File: src/hw/lvr_regs.svh
`ifndef LVR_REGS_SVH
`define LVR_REGS_SVH
`define LVR_PROCESSOR_FLAG_REG_ADDR 8'h86
`define LVR_BIT_CAUSE_UPPER 7
`define LVR_BIT_CAUSE_LOWER 6
`define LVR_BIT_BELOW_HIGH 5
`define LVR_BIT_BELOW_MID 4
`define LVR_BIT_CARRY 2
`define LVR_BIT_HALF_CARRY 1
`define LVR_BIT_ZERO 0
`define LVR_CAUSE_WDT 2'h0
`define LVR_CAUSE_POR 2'h2
`define LVR_CAUSE_EXT 2'h3
`define LVR_BOOT_ADDR 12'h000
`define LVR_INIT_CYCLES 4
`define LVR_WARMUP_NS 2048000
`define LVR_CLK_NS 40
`define LVR_REG_RESET 8'h00
`endif

File: src/hw/lvr_pkg.sv
package lvr_pkg;
	typedef enum logic [1:0] {
		detector_option_low,
		detector_option_mid,
		detector_option_high
	} lvr_option_t;
	typedef enum {
		st_hold,
		st_pin_wait,
		st_init,
		st_warmup,
		st_run
	} lvr_state_t;
	typedef struct packed {
		logic below_low;
		logic below_mid;
		logic below_high;
	} lvr_supply_t;
	typedef struct packed {
		logic [7:0] addr;
		logic [7:0] wdata;
		logic wr;
		logic rd;
	} lvr_bus_req_t;
endpackage : lvr_pkg

File: src/hw/lvr_reset_ctrl.sv
`timescale 1ns/1ns
`default_nettype none
`include "lvr_regs.svh"
module lvr_reset_ctrl
	import lvr_pkg::*;
#(
	parameter int WARMUP_NS = `LVR_WARMUP_NS,
	parameter int CNT_W = 16
) (
	input wire logic core_clk, // system clock
	input wire logic arst_n, // async reset
	input wire lvr_option_t detector_option, // factory detector option
	input wire logic reset_pin_enable, // pin option: reset function
	input wire logic ext_reset_n, // external reset pin
	input wire lvr_supply_t supply, // comparator levels
	input wire logic dead_band, // supply under minimum operating level
	input wire logic wdt_overflow, // watchdog overflow pulse
	input wire lvr_bus_req_t bus, // register port request
	input wire logic [2:0] alu_flags, // carry, half carry, zero from core
	input wire logic alu_flags_we, // core updates arithmetic flags
	output logic [7:0] rdata, // read data, cycle after read
	output logic system_reset, // registers held in initial state
	output logic cpu_run, // execution enabled
	output logic boot_valid, // pulse: fetch from boot address
	output logic [11:0] boot_address_zero // start address
);
	localparam int WARMUP_CYC_RAW = WARMUP_NS / `LVR_CLK_NS;
	localparam int WARMUP_CYC = (WARMUP_CYC_RAW < 1) ? 1 : WARMUP_CYC_RAW;
	// warm-up is fixed at build time; a slow crystal needs a larger WARMUP_NS
	localparam int INIT_CYC = `LVR_INIT_CYCLES;

	lvr_state_t state;
	lvr_state_t next_state;
	logic [1:0] cause;
	logic below_mid_flag;
	logic below_high_flag;
	logic [2:0] arith;
	logic detector_reset;
	logic pin_active;
	logic any_reset;
	logic cnt_load;
	logic [CNT_W-1:0] cnt_value;
	logic cnt_done;
	logic mid_en;
	logic high_en;
	logic flag_wr;
	logic flag_rd;
	logic cause_wr;
	logic [7:0] flag_byte;
	logic src_pin;
	logic src_detector;
	logic src_wdt;
	logic warmup_end;

	function automatic logic detector_trip(lvr_option_t opt, lvr_supply_t s);
		// low level trips reset; high option moves the trip to the mid level in its place
		detector_trip = s.below_low;
		if (opt == detector_option_high)
		begin
			// mid comparator stands for the reset level here
			detector_trip = s.below_mid;
		end
	endfunction : detector_trip

	function automatic logic hits_flag_reg(logic [7:0] addr);
		hits_flag_reg = (addr == `LVR_PROCESSOR_FLAG_REG_ADDR);
	endfunction : hits_flag_reg

	function automatic logic flag_armed(lvr_option_t opt, logic high_level);
		if (high_level)
		begin
			flag_armed = (opt == detector_option_high);
		end
		else
		begin
			flag_armed = (opt != detector_option_low);
		end
	endfunction : flag_armed

	function automatic logic [7:0] flag_byte_of(
		logic [1:0] c,
		logic hi,
		logic mid,
		logic [2:0] a
	);
		// the unused bit between flags and arithmetic always reads zero
		flag_byte_of = `LVR_REG_RESET;
		flag_byte_of[`LVR_BIT_CAUSE_UPPER] = c[1];
		flag_byte_of[`LVR_BIT_CAUSE_LOWER] = c[0];
		flag_byte_of[`LVR_BIT_BELOW_HIGH] = hi;
		flag_byte_of[`LVR_BIT_BELOW_MID] = mid;
		flag_byte_of[`LVR_BIT_CARRY] = a[2];
		flag_byte_of[`LVR_BIT_HALF_CARRY] = a[1];
		flag_byte_of[`LVR_BIT_ZERO] = a[0];
	endfunction : flag_byte_of

	assign detector_reset = detector_trip(detector_option, supply);
	assign pin_active = reset_pin_enable && !ext_reset_n;
	assign mid_en = flag_armed(detector_option, 1'b0);
	assign high_en = flag_armed(detector_option, 1'b1);
	// detector and pin act from any state, including power-up
	assign any_reset = detector_reset || pin_active || wdt_overflow;

	// one place for the cause priority: pin over detector over watchdog
	assign src_pin = pin_active;
	assign src_detector = detector_reset && !pin_active;
	assign src_wdt = wdt_overflow && !pin_active && !detector_reset;

	// bus decode; cause bits only take software writes while running
	assign flag_wr = bus.wr && hits_flag_reg(bus.addr);
	assign flag_rd = bus.rd && hits_flag_reg(bus.addr);
	assign cause_wr = flag_wr && cpu_run && !any_reset;
	assign flag_byte = flag_byte_of(cause, below_high_flag, below_mid_flag, arith);
	assign warmup_end = (state == st_warmup) && (next_state == st_run);

	// one counter serves both timed phases, so init and warm-up never overlap
	always_comb
	begin
		next_state = state;
		cnt_load = 1'b0;
		cnt_value = '0;
		unique case (state)
			st_hold:
			begin
				// a watchdog reset lands here too and waits out the dead band
				if (!detector_reset && !dead_band)
				begin
					next_state = st_pin_wait;
				end
			end
			st_pin_wait:
			begin
				if (!pin_active)
				begin
					next_state = st_init;
					cnt_load = 1'b1;
					cnt_value = CNT_W'(INIT_CYC);
				end
			end
			st_init:
			begin
				if (cnt_done)
				begin
					next_state = st_warmup;
					cnt_load = 1'b1;
					cnt_value = CNT_W'(WARMUP_CYC);
				end
			end
			st_warmup:
			begin
				// oscillator settles before the first fetch
				if (cnt_done)
				begin
					next_state = st_run;
				end
			end
			st_run:
			begin
				next_state = st_run;
			end
		endcase
		// any source overrides the sequence, whatever phase it is in
		if (any_reset)
		begin
			next_state = st_hold;
		end
	end

	always_ff @(posedge core_clk or negedge arst_n)
	begin
		if (!arst_n)
		begin
			state <= st_hold;
		end
		else
		begin
			state <= next_state;
		end
	end

	// done is registered, so each timed phase runs one cycle past its count
	lvr_counter #(
		.W(CNT_W)
	) u_counter (
		.core_clk(core_clk),
		.arst_n(arst_n),
		.load(cnt_load),
		.count(cnt_value),
		.done(cnt_done)
	);

	// execution is gated by the registered state alone, so cpu_run drops the cycle after a source asserts
	assign system_reset = (state != st_run);
	assign cpu_run = (state == st_run);

	// boot pulse marks the first run cycle
	always_ff @(posedge core_clk or negedge arst_n)
	begin
		if (!arst_n)
		begin
			boot_valid <= 1'b0;
		end
		else
		begin
			boot_valid <= warmup_end;
		end
	end

	// restart point held constant, so a fetch never sees a stale address
	always_ff @(posedge core_clk or negedge arst_n)
	begin
		if (!arst_n)
		begin
			boot_address_zero <= `LVR_BOOT_ADDR;
		end
		else
		begin
			boot_address_zero <= `LVR_BOOT_ADDR;
		end
	end

	// cause flags latch the latest reset source
	always_ff @(posedge core_clk or negedge arst_n)
	begin
		if (!arst_n)
		begin
			cause <= `LVR_CAUSE_POR;
		end
		else if (src_pin)
		begin
			cause <= `LVR_CAUSE_EXT;
		end
		else if (src_detector)
		begin
			cause <= `LVR_CAUSE_POR;
		end
		else if (src_wdt)
		begin
			cause <= `LVR_CAUSE_WDT;
		end
		else if (cause_wr)
		begin
			cause <= {bus.wdata[`LVR_BIT_CAUSE_UPPER], bus.wdata[`LVR_BIT_CAUSE_LOWER]};
		end
	end

	// mid indicator follows its comparator when armed, cleared while the detector trips; bus writes never reach it
	always_ff @(posedge core_clk or negedge arst_n)
	begin
		if (!arst_n)
		begin
			below_mid_flag <= 1'b0;
		end
		else if (detector_reset)
		begin
			below_mid_flag <= 1'b0;
		end
		else
		begin
			below_mid_flag <= mid_en && supply.below_mid;
		end
	end

	// high indicator, same clearing with its own enable
	always_ff @(posedge core_clk or negedge arst_n)
	begin
		if (!arst_n)
		begin
			below_high_flag <= 1'b0;
		end
		else if (detector_reset)
		begin
			below_high_flag <= 1'b0;
		end
		else
		begin
			below_high_flag <= high_en && supply.below_high;
		end
	end

	// arithmetic flags return to zero on any reset
	always_ff @(posedge core_clk or negedge arst_n)
	begin
		if (!arst_n)
		begin
			arith <= '0;
		end
		else if (system_reset)
		begin
			arith <= '0;
		end
		else if (flag_wr)
		begin
			arith <= {bus.wdata[`LVR_BIT_CARRY], bus.wdata[`LVR_BIT_HALF_CARRY],
				bus.wdata[`LVR_BIT_ZERO]};
		end
		else if (alu_flags_we)
		begin
			arith <= alu_flags;
		end
	end

	// one-cycle read data; an idle bus reads zero, so stale bytes never linger
	always_ff @(posedge core_clk or negedge arst_n)
	begin
		if (!arst_n)
		begin
			rdata <= `LVR_REG_RESET;
		end
		else if (flag_rd)
		begin
			rdata <= flag_byte;
		end
		else
		begin
			rdata <= `LVR_REG_RESET;
		end
	end
endmodule : lvr_reset_ctrl
`default_nettype wire

File: src/hw/lvr_counter.sv
`timescale 1ns/1ns
`default_nettype none
// down counter for the init and warm-up phases; done is a registered level
module lvr_counter #(
	parameter int W = 16
) (
	input wire logic core_clk, // clock
	input wire logic arst_n, // async reset
	input wire logic load, // load count
	input wire logic [W-1:0] count, // cycles to run
	output logic done // count reached zero
);
	logic [W-1:0] left;

	always_ff @(posedge core_clk or negedge arst_n)
	begin
		if (!arst_n)
		begin
			left <= '0;
			done <= 1'b0;
		end
		else if (load)
		begin
			left <= count;
			done <= 1'b0;
		end
		else if (left != '0)
		begin
			left <= left - 1'b1;
			done <= (left == {{(W-1){1'b0}}, 1'b1});
		end
	end
endmodule : lvr_counter
`default_nettype wire

File: config.mk
export PLATFORM = sky130hd
export DESIGN_NAME = lvr_reset_ctrl
export DESIGN_NICKNAME = d
export VERILOG_FILES = /design/src/hw/lvr_pkg.sv /design/src/hw/lvr_reset_ctrl.sv /design/src/hw/lvr_counter.sv
export VERILOG_INCLUDE_DIRS = /design/src /design/src/hw
export SDC_FILE = /design/constraint.sdc
export NUM_CORES = 1
export LEC_CHECK = 0
export ABC_CLOCK_PERIOD_IN_PS = 4700
export CAP_MARGIN = 20
export CORE_UTILIZATION = 30
export CTS_BUF_LIST = sky130_fd_sc_hd__clkbuf_8
export CTS_CLUSTER_DIAMETER = 200
export DETAILED_ROUTE_END_ITERATION = 12
export DONT_BUFFER_PORTS = 1
export HOLD_SLACK_MARGIN = 0.08
export PLACE_DENSITY_LB_ADDON = 0.25
export RECOVER_POWER = 50
export SLEW_MARGIN = 20
export SYNTH_ARGS = -nofsm -noshare
export SYNTH_HDL_FRONTEND = slang
export SYNTH_SLANG_ARGS = --single-unit
export TNS_END_PERCENT = 10
File: constraint.sdc
create_clock -name core_clk -period 4.7 [get_ports core_clk]
set_clock_uncertainty 0.2 [all_clocks]
set_input_delay 0.705 -clock core_clk [delete_from_list [all_inputs] [get_ports core_clk]]
set_output_delay 0.705 -clock core_clk [all_outputs]
set_load 0.02 [all_outputs]
; ---- Yosys cells after proc, flatten, opt, wreduce, memory -nomap -nowiden
; Index checks and enable logic that the tools add are counted.
[word_totals]
register_bits = 65
in_bits = 33
output_inout_bits = 23
word_cells = 73
[op_classes]
addsub = 1
eq_ne = 11
muxes = 27
reduce_logical = 25
[op_table]
columns = operator, n
row1 = 32-bit 2-to-1 mux, 5
row2 = 32-bit case mux with 5 select lines, 1
row3 = "32-bit by 2-bit == test with 1-bit output, second input constant", 2
row4 = "32-bit by 3-bit == test with 1-bit output, second input constant", 2
row5 = "32-bit by 4-bit == test with 1-bit output, second input constant", 2
row6 = 16-bit 2-to-1 mux, 3
row7 = "32-bit by 1-bit == test with 1-bit output, second input constant", 1
row8 = 32-bit logical NOT, 1
row9 = "32-bit by 4-bit inequality test with 1-bit output, second input constant", 1
row10 = 16-bit case mux with 2 select lines, 1
row11 = "16-bit by 1-bit == test with 1-bit output, second input constant", 1
row12 = 16-bit nonzero test, 1
row13 = "16-bit by 1-bit subtractor with 16-bit output, second input constant", 1
row14 = 1-bit logical AND, 12
row15 = 3-bit 2-to-1 mux, 4
row16 = "8-bit == test, second input constant", 1
row17 = 2-bit 2-to-1 mux, 4
row18 = 8-bit 2-to-1 mux, 1
row19 = 1-bit 2-to-1 mux, 7
row20 = 1-bit logical NOT, 5
row21 = 2-bit nonzero test, 2
row22 = 4-bit nonzero test, 1
row23 = 3-bit nonzero test, 1
row24 = "2-bit == test, second input constant", 1
row25 = other kinds (2), 3

; ---- Depth between registers and ports, before layout
[logic_depth]
ltp_word = 10
ltp_mapped = 8
depth_no_buf = 7

; ---- Cells and area by module
; A second synthesis with hierarchy kept.
[unflattened]
cells_unflattened = 310
hier_area_um2 = 3402.0
[modules_own_cells]
columns = mod, n_inst, cells_per_inst, area_each_um2, seq_area_each_um2
row1 = lvr_reset_ctrl, 1, 205, 2332.2, 1177.4
row2 = lvr_counter, 1, 105, 1069.8, 425.4

; ---- Worst setup path after synthesis
; No wires, ideal clock.
[synth_timing]
kind = reg-to-output
startpoint = register state[16]
endpoint = output cpu_run
t_arrival_ns = 1.706
required_ns = 3.795
setup_slack_ns = 2.089
path_stages_with_launch = 6
n_path_buf = 1
path_cell_list = dfrtp_1 > nor4_1 > nand4_1 > or3_1 > clkbuf_1 > inv_1
[synth_between]
elab_chain_cells = 1
[synth_rtl]
columns = item, line
row1 = start: declaration, lvr_reset_ctrl.sv:32  ; lvr_state_t state;
row2 = start signal: assignment, lvr_reset_ctrl.sv:173  ; state <= st_hold;
row3 = start signal: assignment, lvr_reset_ctrl.sv:177  ; state <= next_state;
row4 = 32-bit by 4-bit == test with 1-bit output, lvr_reset_ctrl.sv:194  ; assign cpu_run = (state == st_run);
row5 = end: declaration, lvr_reset_ctrl.sv:23  ; output logic cpu_run,
; Every way passes these cells.

; ---- Worst setup path after layout
; Ends and elaborated chain as after synthesis.

==> summary.md <==
| Metric | Value |
|---|---|
| Run status | complete, no violations |
| Worst reg-to-reg setup slack | 2.02 ns |
| Number of clock buffers inserted by TritonCTS | 9 |
| First-pass iteration count of the detailed router | 4 |
| TNS Setup | 0 ns |
| Cells after DPL | 420 |
| Area of the mapped netlist | 3030 um2 |
| Cell Count, Final, Fillers Out | 438 |
| Share of synthesized registers carrying an async set or reset | 1.000 |
| Sum of met2 wire segment lengths after detailed routing | 2556 um |
| First-pass GRT wire length | 9708 um |
| CTS tree | built |
| Average wire per cell in the routed design | 12.92 um |
| Largest net degree at the start of global routing | 65 |
| Top Ports | 56 |
| Util after Layout | 0.3483 |
| Max Cap Viol | 0 |
| Most used DFF post-synth | dfrtp_1 |
| Final worst path period need | 3.175 ns |
| Chain of cells forming the critical path | nor4_1, nand4_1, or3_1, inv_1 |
| Power density over cell area | 469.1 nW/um2 |
| Master cell of the clock root buffer | clkbuf_8 |
| Startpoint Class | flop |
| Die Width | 102.5 um |
| Placement Rows | 36 |
| Deepest clock path buffer count | 2 |
| Pre-CTS setup slack | 1.802 ns |
| Count of filler cells inserted in the layout | 1,001 |
| CTS-repair resized insts | 0 |
| Core Box Area | 9774 um2 |
| Setup Viol. Count Final | 0 |
| Via count of the first global-routing pass | 2,067 |
| DR vias/cell | 4.790 |
| Number of hold violations in the final report | 0 |
| Category of the most critical setup path | flop to output pin |
| Via count | 2,098 |
| Data required time of the worst path | 3.80 ns |
| Initial Utilization | 0.3100 |
| Actual slew at the worst max-slew pin | 1.101 ns |
| Routed Antenna Nets | 0 |
| DRC violations left | 0 |
| CTS Sinks | 64 |
| Count of buffers from port buffering | 0 |
| DRT iter0 DRCs | 65 |
| Average cell area after synthesis | 10.10 um2 |
| H-tree depth | 3 |
| Rel. slew slack | 0.2662 |
| Instance count on the critical path | 4 |
| Cell count of the worst hold path | 1 |
| Critical path arrival | 2.27 ns |
| Die footprint | 10,510 um2 |
| Setup repair after global routing missed its margin | false |
| Reg2Reg Depth | 5 |
| GR Util All Layers | 0.1219 |
| Hold Crit Class | flop to flop |
| Cells after synthesis | 300 |
| Number of enable flip-flop cells after synthesis | 0 |
| Number of warnings reported in the yosys synthesis log | 0 |
| Hold Worst Slack | 0.2545 ns |
| Final Instance Area | 3405 um2 |
| Placed inst area | 3099 um2 |
| Initial antenna violation count | 0 |
| Wire length reported by the detailed router | 5657 um |
| Leakage power figure | 1.524 nW |
| Timing-limited maximum frequency | 314.9 MHz |
| Largest stage delay, worst path | 0.62 ns |
| Clock input transition at the sequential cells of the worst setup and hold paths | 0.07 ns |
| CP Max Fanout | 5 |
| Post-layout worst setup margin | 1.525 ns |
| Slowest cell on the critical path | or3_1 |
| Number of antenna diodes | 0 |
| Worst VDD drop | 0.0001622 V |
| CP Buf/Inv Count | 1 |
| Synthesis-to-layout area growth | 12.35% |
| Global route total overflow | 0 |
| Count of distinct cell types in the synthesized netlist | 49 |
| Final weighted congestion of routability-driven global placement | 0.8071 |
| Y dimension of the die | 102.5 um |
| Sequential-to-total area share from yosys stat | 0.5289 |
| Post-layout net count | 335 |
| HPWL after detailed placement | 3912 um |
| Register bit total from synthesis | 64 |
| Dominant delay contributor by cell family on the critical path | simple AND/OR/NAND/NOR gates |
| Highest metal layer with signal wires | met4 |
| Total chip power | 1.597 mW |
| Clk_lat worst skew | 0.34 ns |
| Metal-1 WL | 2807 um |
| Share of the clock period used by the worst path after layout | 0.6756 |
| Final Max Slew Viols | 0 |
| Critical path endpoint category | output pin |
| Detailed route wirelength on metal3 | 182 um |
| Proportion of layout cells with a drive suffix above 1 | 0.07869 |
[area by class of cell]
type                    count  area (um2)  share of cell area
multi-input cells         217        1304              0.3829
flip-flops and latches     64        1603              0.4708
inverters                   5       18.77            0.005513
clock buffers              10       137.6             0.04043
well taps                 133       166.4             0.04888
repair buffers              3       45.04             0.01323
clock inverters             6       130.1             0.03822
[cell families (layout without fill, tap and decap cells)]
logic type               Yosys count  after routing  share of synthesized area
AND/OR/NAND/NOR                  146            146                     0.2601
flip-flops                        64             64                     0.5289
AO/OA/AOI/OAI                     38             38                    0.08960
buffers and inverters             31             24                    0.05574
XOR/XNOR                           9              9                    0.02601
multiplexers                       9              9                    0.03014
adder cells (fa/ha/maj)            2              2                   0.008256
other                              1             13                   0.001237
[cell usage after synthesis, types with 3 or more instances]
library cell,instances,share of area
xor2_1,7,0.020
mux2i_1,8,0.026
o21ai_0,6,0.0099
clkbuf_1,10,0.012
or3_1,8,0.017
nor4_1,11,0.023
nand3b_1,4,0.0099
and3b_1,3,0.0087
nand2b_1,4,0.0083
nand3_1,6,0.0099
buf_2,3,0.0050
a21o_1,3,0.0074
and2_1,23,0.047
nor3_1,21,0.035
a21oi_1,9,0.015
buf_4,13,0.032
nor2_1,27,0.033
inv_1,5,0.0062
nand2_1,24,0.030
a211oi_1,4,0.0099
dfrtp_1,63,0.52
a31oi_1,3,0.0062
[power breakdown]
group | internal, mW | switching [mW] | leakage, nW
Clock | 0.419 | 0.207 | 0.136
Sequential | 0.616 | 0.0749 | 0.869
Combinational | 0.114 | 0.166 | 0.519
[layer usage]
| metal | vias to the layer above | GRT usage |
|---|---|---|
| met5 | - | 0 |
| met4 | 0 | 0.06264 |
| met3 | 9 | 0.03322 |
| met2 | 33 | 0.1856 |
| met1 | 1028 | 0.1587 |
| li1 | 1028 | - |
[flip-flops by register name (all words and copies together) (netlist names)]
name             flops
below_high_flag      1
u_counter.left      16
state               32
boot_valid           1
arith                3
below_mid_flag       1
cause                2
rdata                7
u_counter.done       1
[final timing paths]
path | start | end
worst max register to register | state[16] | u_counter.left[14]
worst max-delay path | state[16] | cpu_run
worst min register to register | below_high_flag | rdata[5]
max in group asynchronous | arst_n | cause[1]
min in group asynchronous | arst_n | u_counter.left[9]
worst min-delay path | below_high_flag | rdata[5]
[worst register-to-register path, delay by kind of cell, from the launching register on]
| family | cells | cell delay [ns] |
|---|---|---|
| AOI/OAI and AO/OA | 2 | 1.12 |
| and+or+nand+nor | 3 | 0.91 |
| DFF | 1 | 0.38 |
[repair_timing]
action,CTS,global route
buffers inserted,0,0
hold buffers,2,0
endpoints found under the hold margin,64,0
[placed cells by master (no fill, tap or decap), types with 3 or more instances in the layout]
cell       synthesis  routed
a31oi_1            3       3
xor2_1             7       7
nand2b_1           4       4
nand3b_1           4       4
nand2_1           24      24
mux2i_1            8       8
nor4_1            11      11
a21oi_1            9       9
inv_1              5       5
nor2_1            27      27
nor3_1            21      21
bufinv_16          0       4
dfrtp_1           63      63
nand3_1            6       6
clkbuf_8           0      10
and3b_1            3       3
o21ai_0            6       6
or3_1              8       8
a21o_1             3       3
and2_1            23      21
conb_1             1      13
a211oi_1           4       4
Note: power is estimated with default switching activity, not from simulation.
